--- src/verilog/abs_map.vh ---
// register offsets, field positions, reset values and timing for the acquisition buffer
// assumes a 25 mhz system clock and a 32-bit classic wishbone register bus
`ifndef ABS_MAP_VH
`define ABS_MAP_VH

// byte offsets
`define ABS_REG_CMD 8'h00
`define ABS_REG_CFG 8'h04
`define ABS_REG_TARGET 8'h08
`define ABS_REG_STATUS 8'h0c
`define ABS_REG_COUNT 8'h10
`define ABS_REG_REPEAT 8'h14
`define ABS_REG_DATA 8'h18
`define ABS_REG_RING_OFS 8'h1c

// command bits (write-only pulses)
`define ABS_CMD_START 0
`define ABS_CMD_STOP 1
`define ABS_CMD_ALL_RST 2
`define ABS_CMD_STAT_RST 3
`define ABS_CMD_MEM_RST 4

// config fields
`define ABS_CFG_RING 0
`define ABS_CFG_COND_LO 1
`define ABS_CFG_COND_HI 2
`define ABS_CFG_REP_LO 8
`define ABS_CFG_REP_HI 15

// start conditions
`define ABS_COND_SW 2'h0
`define ABS_COND_EXT 2'h1
`define ABS_COND_LEVEL 2'h2

// status bits
`define ABS_ST_BUSY 0
`define ABS_ST_TRIG_WAIT 1
`define ABS_ST_CNT_REACHED 2
`define ABS_ST_OVERFLOW 3
`define ABS_ST_CLK_ERR 4
`define ABS_ST_CONV_TO 5

// memory geometry
`define ABS_AW 6
`define ABS_DEPTH 7'h40
`define ABS_DW 16

// reset values
`define ABS_CFG_RST 32'h0000_0000
`define ABS_TARGET_RST 7'h00

// conversion timeout
`define ABS_CLK_HZ 25000000
`define ABS_TIMEOUT_MS 100
`define ABS_TIMEOUT_CYC (`ABS_CLK_HZ / 1000 * `ABS_TIMEOUT_MS)

`endif

--- src/verilog/abs_unit.v ---
// acquisition data memory with fifo/ring formats, status flags, errors and reset commands
// assumes converter, trigger and sampling-clock logic run on clk; host uses classic wishbone
`timescale 1ns/10ps
`include "abs_map.vh"

// Summary of operation
// - runs start on command, stop anytime
// - status and data readable during sampling
// - busy from start until done, error, stop
// - trigger wait set until trigger arrives
// - trigger wait set again each repetition
// - count reached when stored hits preset
// - fifo count reached clears below preset
// - ring count reached sticky until reset
// - overflow when writing into full memory
// - fifo overflow halts, keeps stored data
// - ring overflow overwrites oldest samples
// - flag sampling clock too fast
// - no result for too long sets timeout, stops
// - repeat count and stored count readable
// - fifo reads oldest first, frees space
// - ring reads relative to write position
// - ring count covers up to newest
// - ring reads do not consume data
// - samples straight binary from range minimum
// - all reset returns block to initial
// - status reset clears both errors
// - memory reset zeroes counts and flags
// - host selects fifo or ring format
module abs_unit #(
    parameter TIMEOUT_CYCLES = `ABS_TIMEOUT_CYC
) (
    input wire clk,
    input wire rst,
    input wire wb_cyc_i,
    input wire wb_stb_i,
    input wire wb_we_i,
    input wire [7:0] wb_adr_i,
    input wire [3:0] wb_sel_i,
    input wire [31:0] wb_dat_i,
    output reg [31:0] wb_dat_o,
    output reg wb_ack_o,
    input wire samp_tick,
    input wire sample_valid,
    input wire [15:0] sample_data,
    input wire start_trig,
    output reg conv_start,
    output reg ev_start,
    output reg ev_count,
    output reg ev_overflow,
    output reg ev_clk_err,
    output reg ev_conv_to,
    output reg ev_end
);

    reg [`ABS_DW-1:0] mem [0:`ABS_DEPTH-1];
    reg [`ABS_AW-1:0] wr_ptr;
    reg [`ABS_AW-1:0] rd_ptr;
    reg [6:0] count;
    reg [6:0] ring_ofs;
    reg cfg_ring;
    reg [1:0] cfg_cond;
    reg [7:0] cfg_rep_total;
    reg [6:0] cfg_target;
    reg busy;
    reg trig_wait;
    reg cnt_reached;
    reg overflow;
    reg clk_err;
    reg conv_to;
    reg [7:0] rep_cnt;
    reg [6:0] run_cnt;
    reg pending;
    reg [23:0] to_cnt;

    wire req = wb_cyc_i & wb_stb_i & ~wb_ack_o;
    wire wr = req & wb_we_i & wb_sel_i[0];
    wire rd = req & ~wb_we_i;
    wire cmd_wr = wr & (wb_adr_i == `ABS_REG_CMD);
    wire c_start = cmd_wr & wb_dat_i[`ABS_CMD_START];
    wire c_stop = cmd_wr & wb_dat_i[`ABS_CMD_STOP];
    wire c_all = cmd_wr & wb_dat_i[`ABS_CMD_ALL_RST];
    wire c_stat = cmd_wr & wb_dat_i[`ABS_CMD_STAT_RST];
    wire c_mem = cmd_wr & wb_dat_i[`ABS_CMD_MEM_RST];
    wire data_rd = rd & (wb_adr_i == `ABS_REG_DATA);
    wire full = (count == `ABS_DEPTH);
    wire accept = sample_valid & busy & ~trig_wait;
    wire pop = data_rd & ~cfg_ring & (count != 7'h00);
    wire push = accept & ~(full & ~cfg_ring);
    wire ovf_ev = accept & full;
    wire [`ABS_AW-1:0] ring_idx = wr_ptr - ring_ofs[`ABS_AW-1:0];
    wire clk_err_ev = samp_tick & busy & pending;
    wire to_ev = busy & ~trig_wait & (to_cnt == TIMEOUT_CYCLES - 1);
    wire run_end = push & (cfg_target != 7'h00) & (run_cnt + 7'h01 == cfg_target);
    wire all_done = run_end & ((cfg_cond == `ABS_COND_SW) |
        ((cfg_rep_total != 8'h00) & (rep_cnt + 8'h01 == cfg_rep_total)));

    reg [6:0] next_count;
    reg next_reached;
    reg [31:0] rd_val;

    // stored count after this cycle's push and pop
    always @* begin
        next_count = count;
        if (cfg_ring) begin
            if (push & ~full) begin
                next_count = count + 7'h01;
            end
        end else begin
            next_count = count + {6'h00, push} - {6'h00, pop};
        end
        next_reached = (cfg_target != 7'h00) & (next_count >= cfg_target);
    end

    // read mux
    always @* begin
        rd_val = 32'h0000_0000;
        case (wb_adr_i)
            `ABS_REG_CFG: begin
                rd_val = {16'h0000, cfg_rep_total, 5'h00, cfg_cond, cfg_ring};
            end
            `ABS_REG_TARGET: begin
                rd_val = {25'h0, cfg_target};
            end
            `ABS_REG_STATUS: begin
                rd_val = {26'h0, conv_to, clk_err, overflow, cnt_reached,
                    trig_wait, busy};
            end
            `ABS_REG_COUNT: begin
                rd_val = {25'h0, count};
            end
            `ABS_REG_REPEAT: begin
                rd_val = {24'h0, rep_cnt};
            end
            `ABS_REG_DATA: begin
                if (cfg_ring) begin
                    rd_val = {16'h0000, mem[ring_idx]};
                end else if (count != 7'h00) begin
                    rd_val = {16'h0000, mem[rd_ptr]};
                end
            end
            `ABS_REG_RING_OFS: begin
                rd_val = {25'h0, ring_ofs};
            end
            default: begin
                rd_val = 32'h0000_0000;
            end
        endcase
    end

    // bus answer one cycle after the request
    always @(posedge clk or posedge rst) begin
        if (rst) begin
            wb_ack_o <= 1'b0;
            wb_dat_o <= 32'h0000_0000;
        end else begin
            wb_ack_o <= req;
            if (rd) begin
                wb_dat_o <= rd_val;
            end
        end
    end

    // sample storage, codes kept as delivered (straight binary)
    always @(posedge clk) begin
        if (push) begin
            mem[wr_ptr] <= sample_data;
        end
    end

    always @(posedge clk or posedge rst) begin
        if (rst) begin
            wr_ptr <= {`ABS_AW{1'b0}};
            rd_ptr <= {`ABS_AW{1'b0}};
            count <= 7'h00;
            ring_ofs <= 7'h00;
            cfg_ring <= 1'b0;
            cfg_cond <= `ABS_COND_SW;
            cfg_rep_total <= 8'h00;
            cfg_target <= `ABS_TARGET_RST;
            busy <= 1'b0;
            trig_wait <= 1'b0;
            cnt_reached <= 1'b0;
            overflow <= 1'b0;
            clk_err <= 1'b0;
            conv_to <= 1'b0;
            rep_cnt <= 8'h00;
            run_cnt <= 7'h00;
            pending <= 1'b0;
            to_cnt <= 24'h000000;
            conv_start <= 1'b0;
            ev_start <= 1'b0;
            ev_count <= 1'b0;
            ev_overflow <= 1'b0;
            ev_clk_err <= 1'b0;
            ev_conv_to <= 1'b0;
            ev_end <= 1'b0;
        end else if (c_all) begin
            wr_ptr <= {`ABS_AW{1'b0}};
            rd_ptr <= {`ABS_AW{1'b0}};
            count <= 7'h00;
            ring_ofs <= 7'h00;
            cfg_ring <= 1'b0;
            cfg_cond <= `ABS_COND_SW;
            cfg_rep_total <= 8'h00;
            cfg_target <= `ABS_TARGET_RST;
            busy <= 1'b0;
            trig_wait <= 1'b0;
            cnt_reached <= 1'b0;
            overflow <= 1'b0;
            clk_err <= 1'b0;
            conv_to <= 1'b0;
            rep_cnt <= 8'h00;
            run_cnt <= 7'h00;
            pending <= 1'b0;
            to_cnt <= 24'h000000;
            conv_start <= 1'b0;
            ev_start <= 1'b0;
            ev_count <= 1'b0;
            ev_overflow <= 1'b0;
            ev_clk_err <= 1'b0;
            ev_conv_to <= 1'b0;
            ev_end <= 1'b0;
        end else begin
            // configuration, only while idle
            if (wr & ~busy & (wb_adr_i == `ABS_REG_CFG)) begin
                cfg_ring <= wb_dat_i[`ABS_CFG_RING];
                cfg_cond <= wb_dat_i[`ABS_CFG_COND_HI:`ABS_CFG_COND_LO];
                cfg_rep_total <= wb_dat_i[`ABS_CFG_REP_HI:`ABS_CFG_REP_LO];
            end
            if (wr & ~busy & (wb_adr_i == `ABS_REG_TARGET)) begin
                cfg_target <= wb_dat_i[6:0];
            end

            // ring read position: walks from older toward newer, no consumption
            if (wr & (wb_adr_i == `ABS_REG_RING_OFS)) begin
                ring_ofs <= wb_dat_i[6:0];
            end else if (data_rd & cfg_ring & (ring_ofs > 7'h01)) begin
                ring_ofs <= ring_ofs - 7'h01;
            end

            // pointers and count
            if (push) begin
                wr_ptr <= wr_ptr + {{(`ABS_AW-1){1'b0}}, 1'b1};
                if (cfg_ring & full) begin
                    rd_ptr <= rd_ptr + {{(`ABS_AW-1){1'b0}}, 1'b1};
                end
            end
            if (pop) begin
                rd_ptr <= rd_ptr + {{(`ABS_AW-1){1'b0}}, 1'b1};
            end
            count <= next_count;

            // conversion pacing and sampling clock error
            conv_start <= samp_tick & busy & ~pending;
            if (~busy) begin
                pending <= 1'b0;
            end else if (samp_tick & ~pending) begin
                pending <= 1'b1;
            end else if (sample_valid) begin
                pending <= 1'b0;
            end

            // timeout counter runs while busy and not waiting for a trigger, cleared by each result
            if (~busy | trig_wait | sample_valid) begin
                to_cnt <= 24'h000000;
            end else if (~to_ev) begin
                to_cnt <= to_cnt + 24'h000001;
            end

            // run progress and repetitions
            if (run_end) begin
                run_cnt <= 7'h00;
                rep_cnt <= rep_cnt + 8'h01;
                if (~all_done & (cfg_cond != `ABS_COND_SW)) begin
                    trig_wait <= 1'b1;
                end
            end else if (push) begin
                run_cnt <= run_cnt + 7'h01;
            end

            // trigger arrival
            if (trig_wait & start_trig & ~run_end) begin
                trig_wait <= 1'b0;
            end

            // start, stop, errors, completion
            if (c_start & ~busy) begin
                busy <= 1'b1;
                trig_wait <= (cfg_cond != `ABS_COND_SW);
                run_cnt <= 7'h00;
            end else if (c_stop | all_done | clk_err_ev | to_ev |
                    (ovf_ev & ~cfg_ring)) begin
                busy <= 1'b0;
                trig_wait <= 1'b0;
            end

            // count reached
            if (c_mem) begin
                cnt_reached <= 1'b0;
            end else if (cfg_ring) begin
                if (next_reached) begin
                    cnt_reached <= 1'b1;
                end
            end else begin
                cnt_reached <= next_reached;
            end

            // memory reset: counts and flags, a same-cycle overflow still wins
            if (c_mem) begin
                count <= 7'h00;
                rep_cnt <= 8'h00;
                rd_ptr <= wr_ptr;
                ring_ofs <= 7'h00;
                overflow <= 1'b0;
            end
            if (ovf_ev) begin
                overflow <= 1'b1;
            end

            // status reset, a same-cycle error still wins
            if (c_stat) begin
                clk_err <= 1'b0;
                conv_to <= 1'b0;
            end
            if (clk_err_ev) begin
                clk_err <= 1'b1;
            end
            if (to_ev) begin
                conv_to <= 1'b1;
            end

            // event pulses on flag rising, on trigger arrival (start) and on completion of the final run (end)
            ev_start <= trig_wait & start_trig;
            ev_count <= ~cnt_reached & next_reached & ~c_mem;
            ev_overflow <= ovf_ev & ~overflow;
            ev_clk_err <= clk_err_ev & ~clk_err;
            ev_conv_to <= to_ev & ~conv_to;
            ev_end <= all_done & ~c_stop;
        end
    end

endmodule // abs_unit

--- config.mk ---
export PLATFORM = sky130hd
export DESIGN_NAME = abs_unit
export DESIGN_NICKNAME = d
export VERILOG_FILES = /design/src/verilog/abs_unit.v
export VERILOG_INCLUDE_DIRS = /design/src /design/src/verilog
export SDC_FILE = /design/constraint.sdc
export NUM_CORES = 2
export LEC_CHECK = 0
export BUFFER_PORTS_ARGS = -buffer_cell sky130_fd_sc_hd__buf_2
export CORE_MARGIN = 5
export CORE_UTILIZATION = 50
export DETAILED_ROUTE_END_ITERATION = 10
export PLACE_DENSITY = 0.65
export SLEW_MARGIN = 0
export SYNTH_ARGS = -nofsm -noshare
export SYNTH_HDL_FRONTEND = slang
export SYNTH_SLANG_ARGS = --single-unit
--- constraint.sdc ---
create_clock -name clk -period 4.7 [get_ports clk]
set_input_delay 0.47 -clock clk [delete_from_list [all_inputs] [get_ports clk]]
set_output_delay 0.47 -clock clk [all_outputs]
set_load 0.05 [all_outputs]
== After elaboration in Yosys (flattened, before gate mapping) ==
Memory sizes are Yosys's and may differ from the RTL's.
Cells that the tools add are included.

* Memory bits (writable): 1024
* Memories: 1
* Logic and storage cells: 218
* Input port bits: 68
* Register bits: 130

* Equality and inequality tests: 14
* Magnitude comparators: 2
* Reduce and logical (&&, ||, !) cells: 22
* Multiplexer cells: 70
* $add $sub $neg: 10
* Bitwise gates (word level): 72

{| class="wikitable"
|+ Memories
! name !! words !! width !! read ports !! clocked after Yosys merged registers in !! write ports !! line !! source
|-
| mem || 64 || 16 || 2 || 0 || 1 || abs_unit.v:56 || <nowiki>reg [`ABS_DW-1:0] mem [0:`ABS_DEPTH-1];</nowiki>
|}

{| class="wikitable"
|+ Operator list
! operator !! count
|-
| one-hot mux 16 bit (7 select lines) || 1
|-
| two-way mux 7 bit || 14
|-
| two-way mux 24 bit || 3
|-
| bitwise AND 1 bit || 49
|-
| two-way mux 6 bit || 7
|-
| two-way mux 8 bit || 5
|-
| two-way mux 1 bit || 36
|-
| == test 8 x 5 -> 1 bit (second input constant) || 4
|-
| two-way mux 16 bit || 2
|-
| adder 24 x 1 -> 24 bit (second input constant) || 1
|-
| == test 24 x 22 -> 1 bit (second input constant) || 1
|-
| == test 8 x 4 -> 1 bit (second input constant) || 2
|-
| inverter 1 bit || 16
|-
| nonzero test 4 bit || 4
|-
| nonzero test 3 bit || 5
|-
| adder 7 x 1 -> 7 bit (second input constant) || 2
|-
| nonzero test 7 bit || 2
|-
| adder 6 x 1 -> 6 bit (second input constant) || 2
|-
| nonzero test 5 bit || 2
|-
| adder 8 x 1 -> 8 bit (second input constant) || 1
|-
| == test 8 x 3 -> 1 bit (second input constant) || 1
|-
| == test 8 bit || 1
|-
| logical NOT 8 bit || 1
|-
| nonzero test 2 bit || 4
|-
| other kinds (16) || 24
|}

== Depth between registers and ports, before layout ==
* Depth in word-level cells: 15
* Depth in mapped cells: 19
* Mapped depth without buffers: 19

== Worst setup path after synthesis ==
No wires, ideal clock.

* Path type: input to register
* Start point: in wb_adr_i[0]
* End point: reg ev_count
* Arrival time: 4.107 ns
* Path slack: 0.468 ns
* Data required time: 4.575 ns
* Setup time: 0.125 ns
* Path buffers: 0
* Stages: 17
* Cell sequence: nor4_4 nand3_2 nor4_1 inv_1 ha_1 ha_1 fa_1 a21oi_1 o21bai_1 a21oi_1 o21bai_1 xnor2_1 a211oi_1 nor2b_1 ha_1 o211ai_1 a2111oi_0

* Word-level cells in the longest chain between the ends: 11

{| class="wikitable"
|+ RTL lines
! what !! line !! source
|-
| from (decl) || abs_unit.v:38 || <nowiki>input wire [7:0] wb_adr_i,</nowiki>
|-
| == test 8 x 5 -> 1 bit || -- ||
|-
| bitwise AND 1 bit || abs_unit.v:85 || <nowiki>wire data_rd = rd & (wb_adr_i == `ABS_REG_DATA);</nowiki>
|-
| bitwise AND 1 bit (2 in a row) || abs_unit.v:88 || <nowiki>wire pop = data_rd & ~cfg_ring & (count != 7'h00);</nowiki>
|-
| subtractor 7 x 1 -> 7 bit || abs_unit.v:110 || <nowiki>next_count = count + {6'h00, push} - {6'h00, pop};</nowiki>
|-
| two-way mux 7 bit || abs_unit.v:105 || <nowiki>if (cfg_ring) begin</nowiki>
|-
| greater-or-equal comparator 7 bit || abs_unit.v:112 || <nowiki>next_reached = (cfg_target != 7'h00) & (next_count >= cfg_target);</nowiki>
|-
| bitwise AND 1 bit || abs_unit.v:112 ||
|-
| bitwise AND 1 bit (2 in a row) || abs_unit.v:335 || <nowiki>ev_count <= ~cnt_reached & next_reached & ~c_mem;</nowiki>
|-
| two-way mux 1 bit (*) || abs_unit.v:198 || <nowiki>end else if (c_all) begin</nowiki>
|-
| to (signal assigned) || abs_unit.v:335 ||
|-
| to (decl) || abs_unit.v:49 || <nowiki>output reg ev_count,</nowiki>
|}

Every way passes the cells marked *; elsewhere a longest branch is shown, timed or not.
A chain may end at the register's enable or synchronous reset.

== Final worst setup path ==
* Start point: reg count[5]
* End point: reg ev_count

* Word-level cells in the longest chain between the ends: 12

{| class="wikitable"
|+ RTL lines
! what !! line !! source
|-
| from (decl) || abs_unit.v:59 || <nowiki>reg [6:0] count;</nowiki>
|-
| from (signal assigned) || abs_unit.v:252 || <nowiki>count <= next_count;</nowiki>
|-
| == test 7 bit (no line) || -- ||
|-
| bitwise AND 1 bit || abs_unit.v:89 || <nowiki>wire push = accept & ~(full & ~cfg_ring);</nowiki>
|-
| inverter 1 bit || abs_unit.v:89 ||
|-
| bitwise AND 1 bit || abs_unit.v:89 ||
|-
| adder 7 x 1 -> 7 bit / bitwise AND 1 bit (equally long branches) || abs_unit.v:110, abs_unit.v:106 ||
|-
| subtractor 7 x 1 -> 7 bit / two-way mux 7 bit (equally long branches) || abs_unit.v:110, abs_unit.v:106 ||
|-
| two-way mux 7 bit (*) || abs_unit.v:105 ||
|-
| greater-or-equal comparator 7 bit (*) || abs_unit.v:112 ||
|-
| bitwise AND 1 bit (*) || abs_unit.v:112 ||
|-
| bitwise AND 1 bit (*) (2 in a row) || abs_unit.v:335 ||
|-
| two-way mux 1 bit (*) || abs_unit.v:198 ||
|}

Marks and branches as above.

==> implementation parameters <==
Parameter                              Value

Setup path
  Kind of critical path ... reg2reg
  Type of destination of the critical path ... register
  Arrival time at the worst endpoint ... a little under 5 ns
  Data required time of the worst path ... about 5.3 ns
  Critical-path cell list ... inv_1 > ha_1 > nand3_1 > o21ai_0 > nor4_1 > buf_4 > inv_1 > ha_1 > ha_1 > fa_1 > a21oi_1 > o21bai_1 > a21oi_1 > o21bai_1 > xnor2_1 > a211oi_1 > nor2b_1 > ha_1 > o211ai_1 > a2111oi_1
  Kind of cell adding the most delay to the critical path ... compound AO/OA/AOI/OAI gates
  CP bufs+invs ... 3
  Maximum fanout encountered on the critical timing path ... 4
  Maximum single-stage delay on the critical path ... between 0.4 and 0.5 ns
  Cell repeated most along the worst path ... sky130_fd_sc_hd__ha_1
  Kind of start point of the critical path ... register
  Highest-delay cell along the critical path ... sky130_fd_sc_hd__fa_1

Clocking
  Clk pin slew, worst setup/hold paths ... around 0.060 ns
  Clock Latency Late Sink ... 0.72 ns
  Master cell of the clock root buffer ... sky130_fd_sc_hd__clkbuf_16
  # H-tree levels ... 3
  Setup fix buffers added after clock tree synthesis ... 0
  Sink count of the clock tree ... roughly 1100
  Clock tree from TritonCTS ... built
  Maximum count of clock buffers along a single path ... 3
  CTS buffer count ... 119

Drt
  WL per Instance ... roughly 34 µm
  Detailed-route DRC error count ... 0
  Per-cell via count in the routed design ... roughly 6.9
  First drt pass iteration count ... 6
  Total Routed Length ... ~170 mm
  Antenna Nets Post-Route ... 0
  Via count ... 34100
  Initial DRC Count ... ~4500

STA
  Final-report max-slew violation count ... 0
  Relative max-transition margin ... between 10% and 20%
  Number of failing setup endpoints in the final timing report ... 0
  Unrepaired setup endpoints after global routing ... no
  Final Hold Viols ... 0
  Worst setup slack after layout ... 0.322 ns
  Setup skew after layout ... ~0.034 ns
  Actual transition at the worst max-transition pin ... 1.30 ns
  Ratio of final minimum period to clock period ... slightly above 90%
  Shortest clock period the worst path allows after layout ... 4.38 ns
  Total Negative Setup Slacks ... 0 ns
  Top achievable clock speed ... about 0.23 GHz

Placement
  Number of buffers added on ports ... slightly above 70
  Post-detail-place hpwl ... ~110 mm
  Placed Area ... between 0.05 and 0.06 mm²
  Pre-CTS WS ... between 0.15 and 0.2 ns
  Weighted congestion reported at the end of routability-driven placement ... ~0.95

Yosys
  Synth Area in XOR/XNOR ... under 10%
  Synth Area per Inst ... ~17 µm²
  Number of distinct standard cells referenced by the synthesized netlist ... 74
  Area of the mapped netlist ... 0.0546 mm²
  Share of flip-flops with an asynchronous set or reset after synthesis ... approximately a tenth
  Yosys warning total ... 0
  Flops & latches, synth ... approximately 1100
  Fraction of the mapped netlist area in adder cells ... less than 1%
  Post-synth EDFFs ... between 1000 and 1500
  Multiplexer share of the synthesized area ... roughly a quarter
  Area fraction in and, or, nand and nor cells after synthesis ... under 10%
  Leading register cell type out of synthesis ... sky130_fd_sc_hd__edfxtp_1
  Compound-gate portion of the synthesized area ... 4.13%
  Main combinational cell family by area after synthesis ... multiplexers
  Cell count after synthesis ... roughly 3200
  Seq/Total Area, Yosys ... 61.5%

Run
  MaxCap Viol Count ... 0

Die
  DIE AREA ... between 0.1 and 0.15 mm²
  Total I/O pin count ... ~110
  X dimension of the die ... 341 µm
  Initial core utilization ... about half
  Core box area ... roughly 0.11 mm²
  Height of the die ... approximately 340 µm
  Number of core rows ... between 100 and 150

Power and ir drop
  Power density normalized to cell area ... 371 mW/mm²
  Int Pwr ... between 15000 and 20000 µW
  Combinational cell fraction of total power ... a little over a tenth
  Clk network pwr share ... approximately 41%
  Switching part of the total power ... a little under a quarter
  Pleak ... around 0.020 µW
  Seq pwr share ... between 40% and 50%
  Maximum VDD drop ... roughly 330 µV
  Switching Power ... approximately 5400 µW

Hold path
  Class of the tightest hold or removal check ... in2reg

Finish
  Cell area after layout ... 0.0616 mm²
  Area Growth Syn to Fin ... 12.7%
  Fraction of final layout cells with drive strength greater than 1 ... between 30% and 40%
  Final net count ... between 3000 and 4000
  Share of the core filled with cells ... a little under three fifths

Global route
  Antenna violations before repair ... 7
  Total global routing track utilization ... a little under 30%
  Wire length of the first global-routing pass ... approximately 240 mm
  Grt total ovfl ... 0
  Vias in the first global route ... about 34000
  Pin count of the biggest net entering global routing ... 65

Status
  Outcome ... completed
==> through the flow <==
stage          cells  total power, µW  hold WS, ns
3_5_place_dp    4679            13800        0.476
6_report        4911            22800       0.0531
5_1_grt         4908            23600       0.0490
4_1_cts         4907            23000       0.0121
3_3_place_gp    4679            13700        0.471
2_1_floorplan   3221            12800        0.433
==> synth_stat cells, types with 8 or more instances <==
master | instances | area (µm²)
sky130_fd_sc_hd__nand3_1 | 69 | 345
sky130_fd_sc_hd__inv_1 | 37 | 139
sky130_fd_sc_hd__nor2_1 | 192 | 721
sky130_fd_sc_hd__ha_1 | 35 | 438
sky130_fd_sc_hd__a22oi_1 | 39 | 293
sky130_fd_sc_hd__nor4_1 | 16 | 100
sky130_fd_sc_hd__mux2i_1 | 133 | 1330
sky130_fd_sc_hd__a31oi_1 | 11 | 68.8
sky130_fd_sc_hd__a211oi_1 | 10 | 75.1
sky130_fd_sc_hd__and2_1 | 10 | 62.6
sky130_fd_sc_hd__dfrtp_1 | 114 | 2850
sky130_fd_sc_hd__o22ai_1 | 26 | 163
sky130_fd_sc_hd__o21a_1 | 8 | 60.1
sky130_fd_sc_hd__nand2_1 | 260 | 976
sky130_fd_sc_hd__a32oi_1 | 40 | 350
sky130_fd_sc_hd__a21oi_1 | 52 | 260
sky130_fd_sc_hd__nand3b_1 | 9 | 67.6
sky130_fd_sc_hd__o2111ai_1 | 13 | 114
sky130_fd_sc_hd__nor3_1 | 27 | 135
sky130_fd_sc_hd__nand4_1 | 28 | 175
sky130_fd_sc_hd__nand2b_1 | 10 | 62.6
sky130_fd_sc_hd__o21ai_0 | 39 | 195
sky130_fd_sc_hd__buf_2 | 74 | 370
sky130_fd_sc_hd__and3_1 | 14 | 87.6
sky130_fd_sc_hd__o221ai_1 | 11 | 96.3
sky130_fd_sc_hd__buf_1 | 23 | 86.3
sky130_fd_sc_hd__mux4_2 | 510 | 11500
sky130_fd_sc_hd__a221oi_1 | 9 | 78.8
sky130_fd_sc_hd__mux2_2 | 26 | 293
sky130_fd_sc_hd__a32o_1 | 9 | 90.1
sky130_fd_sc_hd__edfxtp_1 | 1024 | 30700
sky130_fd_sc_hd__o211ai_1 | 8 | 60.1
sky130_fd_sc_hd__or3_1 | 10 | 62.6
sky130_fd_sc_hd__xnor2_1 | 42 | 368
sky130_fd_sc_hd__buf_4 | 37 | 278
sky130_fd_sc_hd__clkbuf_1 | 96 | 360
sky130_fd_sc_hd__a21o_1 | 8 | 60.1
sky130_fd_sc_hd__nor2b_1 | 8 | 50.1
sky130_fd_sc_hd__xor2_1 | 34 | 298
==> registers in the layout, indices dropped and copies added (netlist names), 7 cells and up <==
register	cells
to_cnt	24
wb_dat_o	16
mem	1024
count	7
ring_ofs	7
run_cnt	7
rep_cnt	8
cfg_target	7
cfg_rep_total	8
==> cells by family after synthesis <==
| family | Yosys count |
|---|---|
| xor gates and xnor gates | 76 |
| adders and majority gates | 37 |
| and+or+nand+nor | 696 |
| AOI/OAI and AO/OA | 318 |
| buffers and inverters | 271 |
| muxes | 669 |
| other | 1 |
| DFF | 1138 |
==> final timing paths <==
kind | slack (ns) | startpoint | end | cells after the start
worst max-delay path | 0.32 | count[5] | ev_count | 20
min in group asynchronous | 0.31 | rst | cfg_rep_total[5] | 3
worst max register to register | 0.32 | count[5] | ev_count | 20
worst min-delay path | 0.05 | samp_tick | pending | 3
worst min register to register | 0.49 | conv_to | ev_conv_to | 1
max in group asynchronous | 3.39 | rst | rd_ptr[0] | 4
==> power groups by stage <==
stage / clock network (µW) / registers [µW] / logic (µW)
2_1_floorplan: 0 / 11300 / 1510
3_3_place_gp: 0 / 11300 / 2410
3_5_place_dp: 0 / 11300 / 2440
4_1_cts: 9390 / 11100 / 2450
5_1_grt: 9840 / 11100 / 2630
6_report: 9280 / 11100 / 2460
==> cells in the final DEF (no fill, tap or decap), drive strengths merged, types with 11 or more instances in the layout <==
cell type	count
xor2	34
a22oi	39
o21ai	41
bufinv	11
a31oi	11
buf	276
conb	16
clkbuf	148
nand4	28
xnor2	42
clkinv	53
nor4	19
mux2	26
ha	35
mux4	510
nor2	192
and3	14
o221ai	11
mux2i	133
a32oi	40
o22ai	26
dfrtp	114
o2111ai	13
edfxtp	1024
nor3	27
a21oi	52
inv	41
nand2	260
nand3	70
==> worst reg2reg max path, stage by stage (launching register included) <==
cell and delay, ns:
sky130_fd_sc_hd__dfrtp_1 0.41, sky130_fd_sc_hd__inv_1 0.16, sky130_fd_sc_hd__ha_1 0.18, sky130_fd_sc_hd__nand3_1 0.12, sky130_fd_sc_hd__o21ai_0 0.29, sky130_fd_sc_hd__nor4_1 0.08
sky130_fd_sc_hd__buf_4 0.15, sky130_fd_sc_hd__inv_1 0.06, sky130_fd_sc_hd__ha_1 0.23, sky130_fd_sc_hd__ha_1 0.22, sky130_fd_sc_hd__fa_1 0.45, sky130_fd_sc_hd__a21oi_1 0.17
sky130_fd_sc_hd__o21bai_1 0.10, sky130_fd_sc_hd__a21oi_1 0.17, sky130_fd_sc_hd__o21bai_1 0.09, sky130_fd_sc_hd__xnor2_1 0.15, sky130_fd_sc_hd__a211oi_1 0.35, sky130_fd_sc_hd__nor2b_1 0.10
sky130_fd_sc_hd__ha_1 0.28, sky130_fd_sc_hd__o211ai_1 0.11, sky130_fd_sc_hd__a2111oi_1 0.39
==> per-layer routing <==
layer / share of wire, % / GRT usage, % / vias up
met5: 0.014 / 0 / -
met4: 4.5 / 11.1 / 4
met3: 12 / 7.68 / 380
met2: 47 / 44.9 / 2292
met1: 37 / 39.7 / 17800
li1: - / - / 13600
==> timing repair <==
action | 4_1_cts | 5_1_grt
setup endpoints to repair | 0 | 1
resized for setup | 0 | 1
hold endpoints to repair | 36 | 0
hold buffers | 10 | 0
==> layout make-up <==
| type | count | area (µm²) |
|---|---|---|
| multi-input combinational | 1812 | 20000 |
| clock inverter | 70 | 631 |
| tap | 1414 | 1770 |
| inverter | 39 | 149 |
| fill | 8287 | 47100 |
| sequential | 1138 | 33600 |
| clock buffer | 148 | 3160 |
| antenna | 4 | 10.0 |
| timing repair buffer | 286 | 2220 |
(Power assumes the default switching activity.)
